[src/shared/dcs_defs.svh]
`ifndef DCS_DEFS_SVH
`define DCS_DEFS_SVH

// ----------------------------------------------------------------------
// widths and reset values
// ----------------------------------------------------------------------
`define DCS_ADDR_W 24
`define DCS_CTRL_RESET 8'h00
`define DCS_ZERO32 32'h00000000

// ----------------------------------------------------------------------
// channel control register fields
// ----------------------------------------------------------------------
`define DCS_BIT_SIZE 7
`define DCS_BIT_STEP_DIR 6
`define DCS_BIT_REPEAT 5
`define DCS_BIT_XDIR 4
`define DCS_SRC_MSB 3
`define DCS_SRC_LSB 0

// ----------------------------------------------------------------------
// activation source codes
// ----------------------------------------------------------------------
`define DCS_SRC_NONE 4'h0
`define DCS_SRC_ADC 4'h1
`define DCS_SRC_EXT_EDGE 4'h2
`define DCS_SRC_EXT_LEVEL 4'h3
`define DCS_SRC_SCI0_TX 4'h4
`define DCS_SRC_SCI0_RX 4'h5
`define DCS_SRC_SCI1_TX 4'h6
`define DCS_SRC_SCI1_RX 4'h7
`define DCS_SRC_TPU0 4'h8
`define DCS_SRC_TPU5 4'hD

// ----------------------------------------------------------------------
// register word indices (byte address = 4 * index)
// ----------------------------------------------------------------------
`define DCS_REG_CTRL_A 4'h0
`define DCS_REG_CTRL_B 4'h1
`define DCS_REG_BAND 4'h2
`define DCS_REG_MAR_A 4'h3
`define DCS_REG_MAR_B 4'h4
`define DCS_REG_IO_ADDR_REG_A 4'h5
`define DCS_REG_IO_ADDR_REG_B 4'h6
`define DCS_REG_CNT_A 4'h7
`define DCS_REG_CNT_B 4'h8
`define DCS_REG_STATUS 4'h9
`define DCS_REG_MASK 4'hA
`define DCS_REG_STATE 4'hB

// ----------------------------------------------------------------------
// band control bits
// ----------------------------------------------------------------------
`define DCS_BAND_SINGLE 0
`define DCS_BAND_EN_A 1
`define DCS_BAND_EN_B 2
`define DCS_BAND_IRQEN_A 3
`define DCS_BAND_IRQEN_B 4

// ----------------------------------------------------------------------
// address and count arithmetic
// ----------------------------------------------------------------------
`define DCS_IO_TOP 8'hFF
`define DCS_STEP_BYTE 24'h000001
`define DCS_STEP_WORD 24'h000002
`define DCS_CNT_LAST 16'h0001
`define DCS_CNT_ONE 16'h0001
`define DCS_RPT_LAST 8'h01
`define DCS_RPT_ONE 8'h01

`endif

[src/shared/dcs_pkg.sv]
package dcs_pkg;
  `include "dcs_defs.svh"

  // controller sequencing, one-hot
  typedef enum logic [1:0] {
    DCS_ST_IDLE = 2'b01,
    DCS_ST_BUSY = 2'b10
  } dcs_fsm_t;

  // transfer mode picked by repeat select and end interrupt enable
  typedef enum logic [1:0] {
    DCS_MODE_SEQ = 2'h0,
    DCS_MODE_RPT = 2'h1,
    DCS_MODE_IDLE = 2'h2
  } dcs_mode_t;

  // on-chip request sources, levels
  typedef struct packed {
    logic adc_end;
    logic sci0_tx;
    logic sci0_rx;
    logic sci1_tx;
    logic sci1_rx;
    logic [5:0] tpu_a;
  } dcs_req_t;

  // one transfer order to the bus side
  typedef struct packed {
    logic valid;
    logic chan_b;
    logic word;
    logic single;
    logic ack_read;
    logic [`DCS_ADDR_W-1:0] src;
    logic [`DCS_ADDR_W-1:0] dst;
  } dcs_xfer_t;

  // source selector state
  typedef struct packed {
    logic prev_ext_n;
    logic edge_pend;
  } dcs_sel_state_t;

  // whole state of the top module
  typedef struct packed {
    dcs_fsm_t fsm;
    logic cur;
    logic [1:0][7:0] ctrl;
    logic [1:0][`DCS_ADDR_W-1:0] memory_addr_reg;
    logic [1:0][`DCS_ADDR_W-1:0] mar_start;
    logic [1:0][15:0] io_addr_reg;
    logic [1:0][15:0] cnt;
    logic single_sel;
    logic [1:0] en;
    logic [1:0] irqen;
    logic [1:0] sts;
    logic [1:0] msk;
    logic first_pend;
    dcs_xfer_t xfer;
    logic ack_n;
    logic wreq;
    logic [31:0] rdata;
    logic irq;
  } dcs_state_t;
endpackage

[src/rtl/dcs_src_sel.sv]
`timescale 1ns/1ps
// ----------------------------------------------------------------------
// activation source selector for one channel
// ----------------------------------------------------------------------
module dcs_src_sel import dcs_pkg::*; #(
  parameter bit CHAN_B = 1'b0
) (
  // clock and reset
  input wire logic clock,
  input wire logic resetn,
  // selection
  input wire logic [3:0] code,
  input wire logic first_pend,
  input wire logic take,
  // sources
  input wire dcs_req_t req,
  input wire logic ext_req_n,
  // result
  output logic hit
);
  dcs_sel_state_t st; // registered state
  dcs_sel_state_t nx; // next state
  logic fall; // falling edge on the external pin

  // source decode and edge memory
  always_comb begin
    nx = st;
    fall = st.prev_ext_n && !ext_req_n;
    hit = 1'b0;
    nx.prev_ext_n = ext_req_n;
    // a fall seen while busy is kept until the channel takes it; a fresh fall in the
    // taking cycle survives, so a second request is not lost (set wins over clear)
    nx.edge_pend = take ? (st.edge_pend && fall) : (st.edge_pend || fall);
    // none or converter end
    if (code == `DCS_SRC_ADC) begin
      hit = req.adc_end;
    end
    // external pin only on channel b
    else if (code == `DCS_SRC_EXT_EDGE) begin
      // first transfer taken on low level
      hit = CHAN_B && (st.edge_pend || fall || (first_pend && !ext_req_n));
    end else if (code == `DCS_SRC_EXT_LEVEL) begin
      hit = CHAN_B && !ext_req_n;
    end
    // serial sources in order
    else if (code == `DCS_SRC_SCI0_TX) begin
      hit = req.sci0_tx;
    end else if (code == `DCS_SRC_SCI0_RX) begin
      hit = req.sci0_rx;
    end else if (code == `DCS_SRC_SCI1_TX) begin
      hit = req.sci1_tx;
    end else if (code == `DCS_SRC_SCI1_RX) begin
      hit = req.sci1_rx;
    end
    // timer capture sources, top codes unassigned
    else if (code >= `DCS_SRC_TPU0 && code <= `DCS_SRC_TPU5) begin
      hit = req.tpu_a[code[2:0]];
    end
    // stale edges must not fire after a source change
    if (code != `DCS_SRC_EXT_EDGE) begin
      nx.edge_pend = 1'b0;
    end
  end

  // state register
  always_ff @(posedge clock) begin
    if (!resetn) begin
      st <= '{prev_ext_n: 1'b1, edge_pend: 1'b0};
    end else begin
      st <= nx;
    end
  end
endmodule // dcs_src_sel

[src/rtl/dcs_top.sv]
`timescale 1ns/1ps
// Contract
// control register 8 bits, cleared reset/standby
// size bit picks byte or word
// address steps 1 or 2, up/down
// idle mode holds memory address
// repeat and irq-enable select mode
// dual mode direction swaps source/destination
// single mode ack pin read/write strobe
// source code zero none, one converter
// codes four-seven serial sources
// codes eight-thirteen timers, rest unassigned
// external pin codes only channel b
// first edge transfer triggered by level
// shared source: higher priority channel first
// single address select affects channel b
// io address top byte all ones
// external device drives/captures data on strobes
// external requester holds request per transfer
module dcs_top import dcs_pkg::*; (
  // clock and reset
  input wire logic clock,
  input wire logic resetn,
  input wire logic standby_n,
  // avalon-mm register slave
  input wire logic [5:0] avs_address,
  input wire logic avs_read,
  input wire logic avs_write,
  input wire logic [31:0] avs_writedata,
  input wire logic [3:0] avs_byteenable,
  output logic [31:0] avs_readdata,
  output logic avs_waitrequest,
  // request sources
  input wire dcs_req_t req_in,
  input wire logic ext_req_n,
  // transfer order to the bus side
  output dcs_xfer_t xfer_out,
  input wire logic xfer_done,
  // external acknowledge pin, low active
  output logic xfer_ack_n,
  // interrupt
  output logic irq
);
  dcs_state_t st; // registered state
  dcs_state_t nx; // next state
  logic [1:0] hit; // requested by selected source
  logic [1:0] take; // channel started this cycle
  logic [31:0] rd_word; // read mux
  logic [31:0] wv; // merged write value
  logic [3:0] widx; // register word index
  dcs_mode_t mode_cur; // mode of the channel in service
  localparam dcs_state_t DCS_ST_RST = '{fsm: DCS_ST_IDLE, wreq: 1'b1, ack_n: 1'b1, default: '0};

  // --------------------------------------------------------------------
  // helpers
  // --------------------------------------------------------------------
  // byte-lane merge of a write into an old value
  function automatic logic [31:0] merge(input logic [31:0] old, input logic [31:0] d, input logic [3:0] be);
    logic [31:0] r;
    r = old;
    for (int i = 0; i < 4; i++) begin
      if (be[i]) begin
        r[i*8 +: 8] = d[i*8 +: 8];
      end
    end
    return r;
  endfunction

  // mode from repeat select and end irq enable
  function automatic dcs_mode_t mode_of(input logic rpt, input logic ie);
    // mode table
    if (!rpt) begin
      return DCS_MODE_SEQ;
    end
    return ie ? DCS_MODE_IDLE : DCS_MODE_RPT;
  endfunction

  // memory address after one transfer
  function automatic logic [`DCS_ADDR_W-1:0] step_addr(input logic [`DCS_ADDR_W-1:0] a, input logic word,
                                                       input logic down);
    logic [`DCS_ADDR_W-1:0] s;
    // step by size
    s = word ? `DCS_STEP_WORD : `DCS_STEP_BYTE;
    return down ? a - s : a + s;
  endfunction

  // build the transfer order of one channel
  function automatic dcs_xfer_t build(input logic c, input logic [7:0] cr, input logic [`DCS_ADDR_W-1:0] m,
                                      input logic [15:0] io, input logic sgl);
    dcs_xfer_t x;
    logic [`DCS_ADDR_W-1:0] ioa;
    x = '0;
    // io window sits at the top of the map
    ioa = {`DCS_IO_TOP, io};
    x.valid = 1'b1;
    x.chan_b = c;
    // transfer unit
    x.word = cr[`DCS_BIT_SIZE];
    // only channel b may run single address
    x.single = sgl && c;
    if (x.single) begin
      // direction picks strobe sense
      x.ack_read = cr[`DCS_BIT_XDIR];
      x.src = cr[`DCS_BIT_XDIR] ? '0 : m;
      x.dst = cr[`DCS_BIT_XDIR] ? m : '0;
    end else begin
      // direction swaps roles
      x.src = cr[`DCS_BIT_XDIR] ? ioa : m;
      x.dst = cr[`DCS_BIT_XDIR] ? m : ioa;
    end
    return x;
  endfunction

  // --------------------------------------------------------------------
  // source selectors
  // --------------------------------------------------------------------
  dcs_src_sel #(.CHAN_B(1'b0)) u_sel_a (
    .clock(clock),
    .resetn(resetn),
    .code(st.ctrl[0][`DCS_SRC_MSB:`DCS_SRC_LSB]),
    .first_pend(1'b0),
    .take(take[0]),
    .req(req_in),
    .ext_req_n(ext_req_n),
    .hit(hit[0])
  );

  dcs_src_sel #(.CHAN_B(1'b1)) u_sel_b (
    .clock(clock),
    .resetn(resetn),
    .code(st.ctrl[1][`DCS_SRC_MSB:`DCS_SRC_LSB]),
    .first_pend(st.first_pend),
    .take(take[1]),
    .req(req_in),
    .ext_req_n(ext_req_n),
    .hit(hit[1])
  );

  // --------------------------------------------------------------------
  // register read mux
  // --------------------------------------------------------------------
  // unmapped words read as zero
  always_comb begin
    rd_word = `DCS_ZERO32;
    unique case (avs_address[5:2])
      `DCS_REG_CTRL_A: rd_word[7:0] = st.ctrl[0];
      `DCS_REG_CTRL_B: rd_word[7:0] = st.ctrl[1];
      `DCS_REG_BAND: begin
        rd_word[`DCS_BAND_SINGLE] = st.single_sel;
        rd_word[`DCS_BAND_EN_A] = st.en[0];
        rd_word[`DCS_BAND_EN_B] = st.en[1];
        rd_word[`DCS_BAND_IRQEN_A] = st.irqen[0];
        rd_word[`DCS_BAND_IRQEN_B] = st.irqen[1];
      end
      `DCS_REG_MAR_A: rd_word[`DCS_ADDR_W-1:0] = st.memory_addr_reg[0];
      `DCS_REG_MAR_B: rd_word[`DCS_ADDR_W-1:0] = st.memory_addr_reg[1];
      `DCS_REG_IO_ADDR_REG_A: rd_word[15:0] = st.io_addr_reg[0];
      `DCS_REG_IO_ADDR_REG_B: rd_word[15:0] = st.io_addr_reg[1];
      `DCS_REG_CNT_A: rd_word[15:0] = st.cnt[0];
      `DCS_REG_CNT_B: rd_word[15:0] = st.cnt[1];
      `DCS_REG_STATUS: rd_word[1:0] = st.sts;
      `DCS_REG_MASK: rd_word[1:0] = st.msk;
      `DCS_REG_STATE: rd_word[3:0] = {st.first_pend, st.cur, st.fsm};
      default: rd_word = `DCS_ZERO32;
    endcase
  end

  // --------------------------------------------------------------------
  // next state
  // --------------------------------------------------------------------
  always_comb begin
    nx = st;
    take = 2'b00;
    widx = avs_address[5:2];
    wv = `DCS_ZERO32;
    mode_cur = mode_of(st.ctrl[st.cur][`DCS_BIT_REPEAT], st.irqen[st.cur]);
    // bus: one wait cycle, then answer for exactly one cycle
    nx.wreq = 1'b1;
    if ((avs_read || avs_write) && st.wreq) begin
      nx.wreq = 1'b0;
      nx.rdata = avs_read ? rd_word : `DCS_ZERO32;
    end
    // writes land at the edge where waitrequest is seen low
    if (avs_write && !st.wreq) begin
      unique case (widx)
        // 8 bit read/write control
        `DCS_REG_CTRL_A: begin
          wv = merge({24'h000000, st.ctrl[0]}, avs_writedata, avs_byteenable);
          nx.ctrl[0] = wv[7:0];
        end
        `DCS_REG_CTRL_B: begin
          wv = merge({24'h000000, st.ctrl[1]}, avs_writedata, avs_byteenable);
          nx.ctrl[1] = wv[7:0];
        end
        `DCS_REG_BAND: begin
          wv = merge(rd_word, avs_writedata, avs_byteenable);
          nx.single_sel = wv[`DCS_BAND_SINGLE];
          nx.en = {wv[`DCS_BAND_EN_B], wv[`DCS_BAND_EN_A]};
          nx.irqen = {wv[`DCS_BAND_IRQEN_B], wv[`DCS_BAND_IRQEN_A]};
          // enabling channel b arms the level-taken first transfer
          if (wv[`DCS_BAND_EN_B] && !st.en[1]) begin
            nx.first_pend = 1'b1;
          end
        end
        `DCS_REG_MAR_A, `DCS_REG_MAR_B: begin
          wv = merge(rd_word, avs_writedata, avs_byteenable);
          nx.memory_addr_reg[widx == `DCS_REG_MAR_B] = wv[`DCS_ADDR_W-1:0];
          nx.mar_start[widx == `DCS_REG_MAR_B] = wv[`DCS_ADDR_W-1:0];
        end
        `DCS_REG_IO_ADDR_REG_A, `DCS_REG_IO_ADDR_REG_B: begin
          wv = merge(rd_word, avs_writedata, avs_byteenable);
          nx.io_addr_reg[widx == `DCS_REG_IO_ADDR_REG_B] = wv[15:0];
        end
        `DCS_REG_CNT_A, `DCS_REG_CNT_B: begin
          wv = merge(rd_word, avs_writedata, avs_byteenable);
          nx.cnt[widx == `DCS_REG_CNT_B] = wv[15:0];
        end
        `DCS_REG_STATUS: begin
          // write one to clear
          wv = merge(`DCS_ZERO32, avs_writedata, avs_byteenable);
          nx.sts = st.sts & ~wv[1:0];
        end
        `DCS_REG_MASK: begin
          wv = merge(rd_word, avs_writedata, avs_byteenable);
          nx.msk = wv[1:0];
        end
        default: ;
      endcase
    end
    // channel sequencing
    unique case (st.fsm)
      DCS_ST_IDLE: begin
        // channel a outranks channel b
        if (standby_n && hit[0] && st.en[0]) begin
          take[0] = 1'b1;
        end else if (standby_n && hit[1] && st.en[1]) begin
          take[1] = 1'b1;
        end
        if (take != 2'b00) begin
          nx.cur = take[1];
          nx.fsm = DCS_ST_BUSY;
          nx.xfer = build(take[1], st.ctrl[take[1]], st.memory_addr_reg[take[1]], st.io_addr_reg[take[1]], st.single_sel);
          // strobe only while a single address transfer runs
          nx.ack_n = !(take[1] && st.single_sel);
          if (take[1]) begin
            nx.first_pend = 1'b0;
          end
        end
      end
      DCS_ST_BUSY: begin
        if (xfer_done) begin
          nx.fsm = DCS_ST_IDLE;
          nx.xfer = '0;
          nx.ack_n = 1'b1;
          // idle mode leaves the address alone
          if (mode_cur != DCS_MODE_IDLE) begin
            nx.memory_addr_reg[st.cur] = step_addr(st.memory_addr_reg[st.cur], st.ctrl[st.cur][`DCS_BIT_SIZE],
                                       st.ctrl[st.cur][`DCS_BIT_STEP_DIR]);
          end
          if (mode_cur == DCS_MODE_RPT) begin
            // repeat: low count reloads and address rewinds
            if (st.cnt[st.cur][7:0] == `DCS_RPT_LAST) begin
              nx.cnt[st.cur][7:0] = st.cnt[st.cur][15:8];
              nx.memory_addr_reg[st.cur] = st.mar_start[st.cur];
            end else begin
              nx.cnt[st.cur][7:0] = st.cnt[st.cur][7:0] - `DCS_RPT_ONE;
            end
          end else begin
            nx.cnt[st.cur] = st.cnt[st.cur] - `DCS_CNT_ONE;
            if (st.cnt[st.cur] == `DCS_CNT_LAST) begin
              nx.en[st.cur] = 1'b0;
              // end interrupt only with irq enable; set beats clear
              if (st.irqen[st.cur]) begin
                nx.sts[st.cur] = 1'b1;
              end
            end
          end
        end
      end
    endcase
    // standby returns controls to reset values
    if (!standby_n) begin
      nx.ctrl = {`DCS_CTRL_RESET, `DCS_CTRL_RESET};
      nx.single_sel = 1'b0;
      nx.en = 2'b00;
      nx.irqen = 2'b00;
    end
    nx.irq = |(nx.sts & nx.msk);
  end

  // --------------------------------------------------------------------
  // state register
  // --------------------------------------------------------------------
  always_ff @(posedge clock) begin
    if (!resetn) begin
      st <= DCS_ST_RST;
    end else begin
      st <= nx;
    end
  end

  // outputs straight from flip-flops
  assign avs_readdata = st.rdata;
  assign avs_waitrequest = st.wreq;
  assign xfer_out = st.xfer;
  assign xfer_ack_n = st.ack_n;
  assign irq = st.irq;
endmodule // dcs_top

[config.mk]
export PLATFORM = sky130hd
export DESIGN_NAME = dcs_top
export DESIGN_NICKNAME = d
export VERILOG_FILES = /design/src/shared/dcs_pkg.sv /design/src/rtl/dcs_src_sel.sv /design/src/rtl/dcs_top.sv
export VERILOG_INCLUDE_DIRS = /design/src /design/src/shared
export SDC_FILE = /design/constraint.sdc
export NUM_CORES = 1
export LEC_CHECK = 0
export BUFFER_PORTS_ARGS = -buffer_cell sky130_fd_sc_hd__buf_4
export CAP_MARGIN = 20
export CORE_MARGIN = 3
export CORE_UTILIZATION = 30
export DETAILED_ROUTE_END_ITERATION = 8
export GPL_TIMING_DRIVEN = 0
export SLEW_MARGIN = 25
export SYNTH_ARGS = -nofsm -noshare
export SYNTH_HDL_FRONTEND = slang
export SYNTH_HIERARCHICAL = 1
export SYNTH_SLANG_ARGS = --single-unit
[constraint.sdc]
create_clock -name clock -period 4 [get_ports clock]
set_clock_uncertainty 0.2 [all_clocks]
set_input_delay 0 -clock clock [delete_from_list [all_inputs] [get_ports clock]]
set_output_delay 0 -clock clock [all_outputs]
set_load 0.01 [all_outputs]
==> qor.csv, run 1 <==
stage,metric,value,unit
run_status,result of the run,completed,
floorplan,chip height,239,µm
setup_path,endpoint arrival time on the critical path,4170,ps
pwr,worst ir drop on vdd,0.299,mV
pwr,"sum of internal, switching and leakage power",6050,µW
clock_tree,number of clock buffers inserted by TritonCTS,31,
timing,final hold violations,0,
floorplan,x dimension of the die,239,µm
clock_tree,TritonCTS clock tree,yes,
floorplan,DIE AREA,57300,µm²
finish,synthesis-to-finish area growth,20.8,%
synthesis,part of the Yosys area used for sequential elements,0.331,
setup_path,category of cells accounting for the largest share of critical-path delay,compound AO/OA/AOI/OAI gates,
routing,Vias/cell,5.85,
finish,Antenna diodes,0,
place,instance area at placement,18200,µm²
setup_path,flop-to-flop setup slack,100,ps
finish,Final Core Density,0.371,
timing,Fmax,256,MHz
place,Final HPWL DP,61.3,mm
synthesis,number of warnings printed during yosys synthesis,6,
synthesis,Mapped Area,16400,µm²
global_route,wire length of the first global-routing pass,113,mm
setup_path,Worst EP required,4270,ps
clock_tree,clock network latency to the later pin of the worst-skew pair,600,ps
routing,total vias in the final route,17600,
finish,Final Instance Area,19800,µm²
place,# port buffers,127,
synthesis,ys async rst share,0,
global_route,antenna violations before repair,1,
synthesis,Most used DFF post-synth,sky130_fd_sc_hd__dfxtp_1,
setup_path,crit-path cells,buf_6 -> buf_12 -> clkbuf_8 -> mux2_2 -> ha_1 -> a21o_1 -> or3_1 -> o211a_1 -> a31o_2 -> o21ai_1 -> mux2i_1 -> a21oi_1,
global_route,overall fraction of global-route tracks in use,0.264,
timing,number of endpoints failing setup at the final stage,0,
synthesis,number of synthesized flops with an enable pin,0,
finish,number of nets in the layout,2376,
global_route,vias in the first global route,16700,
finish,fraction of final layout cells sized beyond drive strength 1,0.163,
timing,Rel. slew slack,0.227,
setup_path,CP endpoint kind,register,
clock_tree,clk root buf,sky130_fd_sc_hd__clkbuf_16,
setup_path,CP Buf/Inv Count,3,
setup_path,worst setup path class,register to register,
floorplan,area of the core region,53300,µm²
timing,final critical path time including I/O delays and setup,3900,ps
timing,final critical-path share of the clock period,0.975,
run,number of max-cap violations,0,
routing,Final Routed Wirelength,78.7,mm
synthesis,syn avg cell area,7.86,µm²
clock_tree,Worst-path clk slew,60,ps
routing,number of optimization iterations in the first detailed-route pass,6,
timing,Tightest Pin Transition,1160,ps
floorplan,effective utilization at floorplan,0.307,
floorplan,number of rows created at floorplan,84,
clock_tree,H-Tree Level Count,1,
synthesis,Mapped Cells,2080,
timing,final sum of negative setup slack,0,ps
pwr,P per Cell Area,306,nW/µm²
synthesis,register bit total from synthesis,270,
min_path,class of the most critical hold timing path,input pin to register,
clock_tree,CTS max path bufs,3,
routing,starting DRC count in detailed routing,1656,
synthesis,Unique masters post-synth,91,
setup_path,delay of the slowest critical-path stage,380,ps
routing,DRC violations left,0,
global_route,maximum number of pins on one net before global-route repair,23,
floorplan,I/O pins,148,
timing,fin. max-slew vios,0,
setup_path,crit path max fanout,27,
pwr,Lkg Pwr,0.00782,µW
setup_path,launching element type of the critical path,register,
routing,remaining antenna violation count,0,
place,routability cong.,0.995,
clock_tree,post-CTS setup repair buffer count,0,
timing,unrepaired setup endpoints after global routing,false,
clock_tree,clk sinks,270,
setup_path,slowest library cell on the worst path,sky130_fd_sc_hd__ha_1,
global_route,overflow left after global routing,0,
routing,wire per inst,26.2,µm
[cells by family (layout without fill, tap and decap cells)]
group / Yosys count / in the layout / synth area share
DFF: 270 / 270 / 0.331
adders and majority gates: 27 / 27 / 0.0210
and+or+nand+nor: 707 / 707 / 0.197
xor gates and xnor gates: 33 / 33 / 0.0177
muxes: 141 / 141 / 0.0930
buffers and inverters: 249 / 472 / 0.0809
other: 1 / 8 / 0.000229
AOI/OAI and AO/OA: 652 / 652 / 0.260
[worst register-to-register path, delay by kind of cell, from the launching register on]
family | cells | cell delay [ps]
DFF | 1 | 320
adders and majority gates | 1 | 380
muxes | 2 | 660
AOI/OAI and AO/OA | 5 | 1190
and+or+nand+nor | 1 | 320
buffers and inverters | 3 | 720
[cell type report]
cell class	count	area (µm²)
Tap cell	688	861
Inverter	18	67.6
Multi-Input combinational cell	1568	9710
Buffer	229	1300
Clock inverter	8	103
Sequential cell	270	5410
Timing Repair Buffer	172	1400
Fill cell	5486	33500
Clock buffer	45	898
[per-layer routing]
layer  share of wire  GRT usage
met1            0.41      0.340
met4           0.052      0.128
met5         0.00018          0
met3           0.081     0.0411
met2            0.46      0.433
[report_power, final]
group          switching [µW]  total (µW)  internal (µW)
Clock                    1230        2900           1670
Combinational             301         438            138
Sequential               12.1        2710           2700
[cell usage in the layout (no fill, tap or decap), types with 8 or more instances in the layout]
| cell | instances |
|---|---|
| sky130_fd_sc_hd__dfxtp_1 | 270 |
| sky130_fd_sc_hd__nand2_1 | 259 |
| sky130_fd_sc_hd__nor2_1 | 243 |
| sky130_fd_sc_hd__a21oi_1 | 226 |
| sky130_fd_sc_hd__buf_4 | 216 |
| sky130_fd_sc_hd__clkbuf_1 | 107 |
| sky130_fd_sc_hd__mux2i_1 | 94 |
| sky130_fd_sc_hd__o21ai_0 | 83 |
| sky130_fd_sc_hd__a22oi_1 | 49 |
| sky130_fd_sc_hd__dlygate4sd3_1 | 44 |
| sky130_fd_sc_hd__a32oi_1 | 41 |
| sky130_fd_sc_hd__nand3_1 | 39 |
| sky130_fd_sc_hd__mux2_2 | 38 |
| sky130_fd_sc_hd__clkbuf_16 | 31 |
| sky130_fd_sc_hd__nor3_1 | 30 |
| sky130_fd_sc_hd__nor3b_1 | 27 |
| sky130_fd_sc_hd__a211oi_1 | 25 |
| sky130_fd_sc_hd__ha_1 | 25 |
| sky130_fd_sc_hd__o22ai_1 | 24 |
| sky130_fd_sc_hd__o21ai_1 | 23 |
| sky130_fd_sc_hd__buf_2 | 21 |
| sky130_fd_sc_hd__a31oi_1 | 20 |
| sky130_fd_sc_hd__nand2b_1 | 19 |
| sky130_fd_sc_hd__o211ai_1 | 18 |
| sky130_fd_sc_hd__a21o_1 | 17 |
| sky130_fd_sc_hd__a221oi_1 | 17 |
| sky130_fd_sc_hd__xnor2_1 | 17 |
| sky130_fd_sc_hd__xor2_1 | 15 |
| sky130_fd_sc_hd__inv_1 | 14 |
| sky130_fd_sc_hd__a22o_1 | 13 |
| sky130_fd_sc_hd__and3_1 | 13 |
| sky130_fd_sc_hd__clkbuf_8 | 10 |
| sky130_fd_sc_hd__nor2b_1 | 9 |
| sky130_fd_sc_hd__and2_1 | 9 |
| sky130_fd_sc_hd__o221ai_1 | 9 |
| sky130_fd_sc_hd__buf_1 | 8 |
| sky130_fd_sc_hd__o211a_1 | 8 |
| sky130_fd_sc_hd__or2_2 | 8 |
| sky130_fd_sc_hd__o32ai_1 | 8 |
| sky130_fd_sc_hd__conb_1 | 8 |
[final timing paths]
kind,start,endpoint,depth (start not counted)
worst max-delay path,st[274],st[252],12
worst min-delay path,avs_writedata[6],st[264],4
worst max register to register,st[274],st[252],12
worst min register to register,register,register,2
[Yosys cell counts, types with 7 or more instances]
cell type                  number  area share
sky130_fd_sc_hd__a211oi_1      25       0.011
sky130_fd_sc_hd__a21o_1        17      0.0078
sky130_fd_sc_hd__a21oi_1      229       0.070
sky130_fd_sc_hd__a221oi_1      17      0.0091
sky130_fd_sc_hd__a22o_1        13      0.0070
sky130_fd_sc_hd__a22oi_1       49       0.022
sky130_fd_sc_hd__a31oi_1       20      0.0077
sky130_fd_sc_hd__a32oi_1       41       0.022
sky130_fd_sc_hd__and2_1         9      0.0034
sky130_fd_sc_hd__and3_1        14      0.0054
sky130_fd_sc_hd__buf_1         10      0.0023
sky130_fd_sc_hd__buf_2         22      0.0067
sky130_fd_sc_hd__buf_4         88       0.040
sky130_fd_sc_hd__clkbuf_1     107       0.025
sky130_fd_sc_hd__dfxtp_1      270        0.33
sky130_fd_sc_hd__ha_1          25       0.019
sky130_fd_sc_hd__inv_1         14      0.0032
sky130_fd_sc_hd__mux2_2        39       0.027
sky130_fd_sc_hd__mux2i_1       96       0.059
sky130_fd_sc_hd__nand2_1      259       0.059
sky130_fd_sc_hd__nand2b_1      19      0.0073
sky130_fd_sc_hd__nand3_1       40       0.012
sky130_fd_sc_hd__nor2_1       243       0.056
sky130_fd_sc_hd__nor2b_1        9      0.0034
sky130_fd_sc_hd__nor3_1        30      0.0092
sky130_fd_sc_hd__nor3b_1       27       0.012
sky130_fd_sc_hd__o211a_1        8      0.0049
sky130_fd_sc_hd__o211ai_1      18      0.0083
sky130_fd_sc_hd__o21ai_0       85       0.026
sky130_fd_sc_hd__o21ai_1       21      0.0064
sky130_fd_sc_hd__o221ai_1       9      0.0048
sky130_fd_sc_hd__o22ai_1       24      0.0092
sky130_fd_sc_hd__o31a_1         7      0.0037
sky130_fd_sc_hd__o31ai_1        7      0.0032
sky130_fd_sc_hd__o32ai_1        8      0.0043
sky130_fd_sc_hd__or2_2          8      0.0031
sky130_fd_sc_hd__xnor2_1       18      0.0096
sky130_fd_sc_hd__xor2_1        15      0.0080
[timing repair]
| item | CTS | global route |
|---|---|---|
| pin swaps | 1 | 1 |
| cloned | 0 | 0 |
| hold endpoints to repair | 177 | 0 |
| resized for setup | 30 | 10 |
| hold buffers | 44 | 0 |
| endpoints found under the setup margin | 77 | 47 |
[stage by stage]
stage,setup slack (ps),hold WS [ps],instances
final,99.3,43.0,2998
after global routing,8.80,73.4,2998
after global placement,-1840,-5.12,2902
after CTS,6.61,38.7,2998
after floorplan,53.0,-127,2087
after detailed placement,-1840,0.0578,2902
Power figures use the tool's default switching activity.
==> run 2: changes to the inputs <==
--- a/config.mk
+++ b/config.mk
@@ -8,12 +8,10 @@
 export LEC_CHECK = 0
 export BUFFER_PORTS_ARGS = -buffer_cell sky130_fd_sc_hd__buf_4
 export CAP_MARGIN = 20
-export CORE_MARGIN = 3
 export CORE_UTILIZATION = 30
 export DETAILED_ROUTE_END_ITERATION = 8
 export GPL_TIMING_DRIVEN = 0
 export SLEW_MARGIN = 25
 export SYNTH_ARGS = -nofsm -noshare
 export SYNTH_HDL_FRONTEND = slang
-export SYNTH_HIERARCHICAL = 1
 export SYNTH_SLANG_ARGS = --single-unit
==> run 2 against run 1 <==
Final cell count is 3.6% higher. Register-to-register slack worse by 30 ps. Critical path depth is 3 lower. Flip-flop and latch count stayed put. Largest cell class unchanged. Via count up 4.8%. Synthesized cell count rose by 1.8%. First-iteration DRC count rose by 27%. Synthesized area grew 2.7%.
==> qor.csv, run 2 <==
stage,metric,value,unit,change
run_status,result of the run,completed,,unchanged
routing,Final Routed Wirelength,85.2,mm,was 78.7 mm
floorplan,DIE AREA,56900,µm²,was 57300 µm²
clock_tree,clock network latency to the later pin of the worst-skew pair,610,ps,was 600 ps
routing,wire per inst,27.4,µm,was 26.2 µm
routing,remaining antenna violation count,0,,unchanged
timing,final hold violations,0,,unchanged
global_route,maximum number of pins on one net before global-route repair,25,,was 23
synthesis,ys async rst share,0,,unchanged
timing,final sum of negative setup slack,0,ps,unchanged
floorplan,number of rows created at floorplan,86,,was 84
place,# port buffers,125,,was 127
synthesis,Mapped Cells,2118,,was 2080
setup_path,CP endpoint kind,register,,unchanged
timing,fin. max-slew vios,0,,unchanged
pwr,Lkg Pwr,0.00790,µW,was 0.00782 µW
synthesis,Compound-Gate Fraction of Synth Area,0.245,,was 0.260
timing,unrepaired setup endpoints after global routing,false,,unchanged
floorplan,chip height,239,µm,about the same
finish,"commonest non-fill, non-tap cells in the layout","sky130_fd_sc_hd__nand2_1 (307), sky130_fd_sc_hd__dfxtp_1 (269), sky130_fd_sc_hd__buf_4 (222)",,"was sky130_fd_sc_hd__dfxtp_1 (270), sky130_fd_sc_hd__nand2_1 (259), sky130_fd_sc_hd__nor2_1 (243)"
min_path,class of the most critical hold timing path,input pin to register,,unchanged
global_route,wire length of the first global-routing pass,122,mm,was 113 mm
clock_tree,number of clock buffers inserted by TritonCTS,31,,unchanged
pwr,worst ir drop on vdd,0.385,mV,was 0.299 mV
clock_tree,TritonCTS clock tree,yes,,unchanged
synthesis,Unique masters post-synth,91,,unchanged
global_route,overall fraction of global-route tracks in use,0.293,,was 0.264
timing,Rel. slew slack,0.201,,was 0.227
setup_path,launching element type of the critical path,register,,unchanged
timing,Fmax,254,MHz,was 256 MHz
finish,area occupied by multi-input gates,10300,µm²,was 9710 µm²
setup_path,endpoint arrival time on the critical path,4220,ps,was 4170 ps
floorplan,x dimension of the die,239,µm,about the same
global_route,vias in the first global route,17300,,was 16700
setup_path,crit path max fanout,8,,was 27
finish,synthesis-to-finish area growth,22.5,%,was 20.8%
floorplan,I/O pins,148,,unchanged
synthesis,multiplexer fraction of the synthesized cell area,0.100,,was 0.0930
setup_path,worst setup path class,register to register,,unchanged
global_route,antenna violations before repair,1,,unchanged
setup_path,Worst EP required,4290,ps,was 4270 ps
clock_tree,Worst-path clk slew,60,ps,about the same
timing,final critical path time including I/O delays and setup,3930,ps,was 3900 ps
setup_path,crit-path cells,nor2b_1 -> and3b_1 -> dlygate4sd3_1 -> clkbuf_1 -> nand2_1 -> nor2_2 -> mux2i_1 -> nor2_1 -> dlygate4sd3_1,,was buf_6 -> buf_12 -> clkbuf_8 -> mux2_2 -> ha_1 -> a21o_1 -> or3_1 -> o211a_1 -> a31o_2 -> o21ai_1 -> mux2i_1 -> a21oi_1
synthesis,Most used DFF post-synth,sky130_fd_sc_hd__dfxtp_1,,unchanged
synthesis,part of the Yosys area used for sequential elements,0.322,,was 0.331
synthesis,share of the synthesized area in the top cell type,0.322,,was 0.331
finish,fill cell instance count of the final layout,5663,,was 5486
finish,number of nets in the layout,2420,,was 2376
synthesis,leading cell types by total area after synthesis,"sky130_fd_sc_hd__dfxtp_1 (32%), sky130_fd_sc_hd__nand2_1 (6.9%), sky130_fd_sc_hd__a21oi_1 (6.4%)",,"was sky130_fd_sc_hd__dfxtp_1 (33%), sky130_fd_sc_hd__a21oi_1 (7.0%), sky130_fd_sc_hd__nand2_1 (5.9%)"
clock_tree,clk sinks,270,,unchanged
clock_tree,CTS max path bufs,3,,unchanged
finish,fraction of final layout cells sized beyond drive strength 1,0.184,,was 0.163
finish,area occupied by registers,5410,µm²,about the same
routing,DRC violations left,0,,unchanged
floorplan,area of the core region,55200,µm²,was 53300 µm²
timing,Hold WS,28.8,ps,was 43.0 ps
synthesis,number of synthesized flops with an enable pin,0,,unchanged
pwr,P per Cell Area,298,nW/µm²,was 306 nW/µm²
synthesis,fraction of the mapped netlist area in adder cells,0.0205,,was 0.0210
setup_path,slowest library cell on the worst path,sky130_fd_sc_hd__nor2b_1,,was sky130_fd_sc_hd__ha_1
finish,"leading cell type in the layout, fill and taps excluded",sky130_fd_sc_hd__nand2_1,,was sky130_fd_sc_hd__dfxtp_1
place,routability cong.,1.02,,was 0.995
synthesis,Mapped Area,16800,µm²,was 16400 µm²
run,number of max-cap violations,0,,unchanged
synthesis,number of warnings printed during yosys synthesis,0,,was 6
routing,total vias in the final route,18400,,was 17600
clock_tree,clk root buf,sky130_fd_sc_hd__clkbuf_16,,unchanged
synthesis,register bit total from synthesis,270,,unchanged
pwr,"sum of internal, switching and leakage power",6130,µW,was 6050 µW
synthesis,xor-xnor portion of the synthesized cell area,0.0146,,was 0.0177
routing,number of optimization iterations in the first detailed-route pass,5,,was 6
finish,Final Core Density,0.373,,was 0.371
synthesis,syn avg cell area,7.93,µm²,was 7.86 µm²
timing,final critical-path share of the clock period,0.983,,was 0.975
synthesis,combinational family with the most area after synthesis,compound AO/OA/AOI/OAI gates,,unchanged
setup_path,delay of the slowest critical-path stage,670,ps,was 380 ps
timing,Tightest Pin Transition,1190,ps,was 1160 ps
synthesis,"post-synthesis share of cell area spent on and, or, nand and nor gates",0.217,,was 0.197
synthesis,Synth top cells by count,"sky130_fd_sc_hd__nand2_1 (309), sky130_fd_sc_hd__dfxtp_1 (270), sky130_fd_sc_hd__a21oi_1 (215), sky130_fd_sc_hd__nor2_1 (187), sky130_fd_sc_hd__mux2i_1 (107)",,"was sky130_fd_sc_hd__dfxtp_1 (270), sky130_fd_sc_hd__nand2_1 (259), sky130_fd_sc_hd__nor2_1 (243), sky130_fd_sc_hd__a21oi_1 (229), sky130_fd_sc_hd__clkbuf_1 (107)"
global_route,overflow left after global routing,0,,unchanged
setup_path,most numerous cell on the critical path,sky130_fd_sc_hd__dlygate4sd3_1,,
timing,number of endpoints failing setup at the final stage,0,,unchanged
routing,Vias/cell,5.92,,was 5.85
clock_tree,H-Tree Level Count,1,,unchanged
routing,starting DRC count in detailed routing,2101,,was 1656
floorplan,effective utilization at floorplan,0.304,,was 0.307
place,Final HPWL DP,64.7,mm,was 61.3 mm
synthesis,largest area contributor in the synthesized netlist,sky130_fd_sc_hd__dfxtp_1,,unchanged
synthesis,cell with the most instances after synthesis,sky130_fd_sc_hd__nand2_1,,was sky130_fd_sc_hd__dfxtp_1
[run 2: changes by cell type in the layout (fill, tap and decap cells not counted), sizes merged, moves of 12 or more]
cell | previous run | this run
a211o | 6 | 20
a21oi | 229 | 215
a22oi | 49 | 35
a32o | 1 | 45
a32oi | 41 | 8
buf | 250 | 282
clkbuf | 152 | 131
mux2i | 96 | 108
nand2 | 259 | 309
nor2 | 243 | 187
nor2b | 10 | 29
nor3b | 28 | 44
o21ai | 107 | 83
or3 | 6 | 25
[run 2: per-stage QoR]
step / cells / cell area (µm²) / setup slack, ps
2_1_floorplan: 2125 / 16800 / 25.2
3_3_place_gp: 2998 / 18700 / -1420
3_5_place_dp: 2999 / 18700 / -1450
4_1_cts: 3102 / 20500 / 8.01
5_1_grt: 3106 / 20600 / 4.95
6_report: 3107 / 20600 / 68.1
[run 2: power breakdown]
part           internal, µW  switching (µW)  total (µW)
Clock                  1700            1280        2980
Combinational           134             307         441
Sequential             2700            13.0        2710
Total                  4530            1600        6130
[run 2: critical path: cells and delay by family, from the launching register on]
kind	cells	cell delay, ps
buffers and inverters	3	1310
flip-flops	1	340
multiplexers	1	270
AND/OR/NAND/NOR	5	1680
[run 2: metal layers]
metal	track usage	up-vias	wire, µm
li1	-	8056	-
met1	0.374	8950	34200
met2	0.451	1119	37000
met3	0.0670	270	8500
met4	0.171	0	5510
met5	0	-	0
[run 2: final timing paths]
kind | from | end | slack (ps) | depth (start not counted)
setup / recovery | avs_waitrequest | st[273] | 70 | 9
hold / removal | avs_writedata[5] | st[271] | 30 | 4
setup reg to reg | avs_waitrequest | st[273] | 70 | 9
hold reg to reg | xfer_out[46] | xfer_out[46] | 250 | 2
[run 2: cells by family after synthesis]
| group | after synthesis |
|---|---|
| flops | 270 |
| xor+xnor | 28 |
| simple gates | 774 |
| other cells | 1 |
| fa+ha+maj | 27 |
| buf+inv | 254 |
| mux | 154 |
| compound gates | 610 |
[run 2: area by class of cell]
type / count / share of cell area
Antenna cell: 1 / 0.000122
Buffer: 235 / 0.0672
Clock buffer: 44 / 0.0440
Clock inverter: 13 / 0.00669
Inverter: 16 / 0.00292
Multi-Input combinational cell: 1601 / 0.500
Sequential cell: 270 / 0.263
Tap cell: 748 / 0.0455
Timing Repair Buffer: 179 / 0.0706
[run 2: timing repair]
item                       in CTS  in global routing
setup endpoints to repair      65                 32
gates resized for setup        45                 18
setup buffers                   3                  5
pin swaps                       8                 10
hold buffers                   45                  0
hold endpoints to repair      148                  0
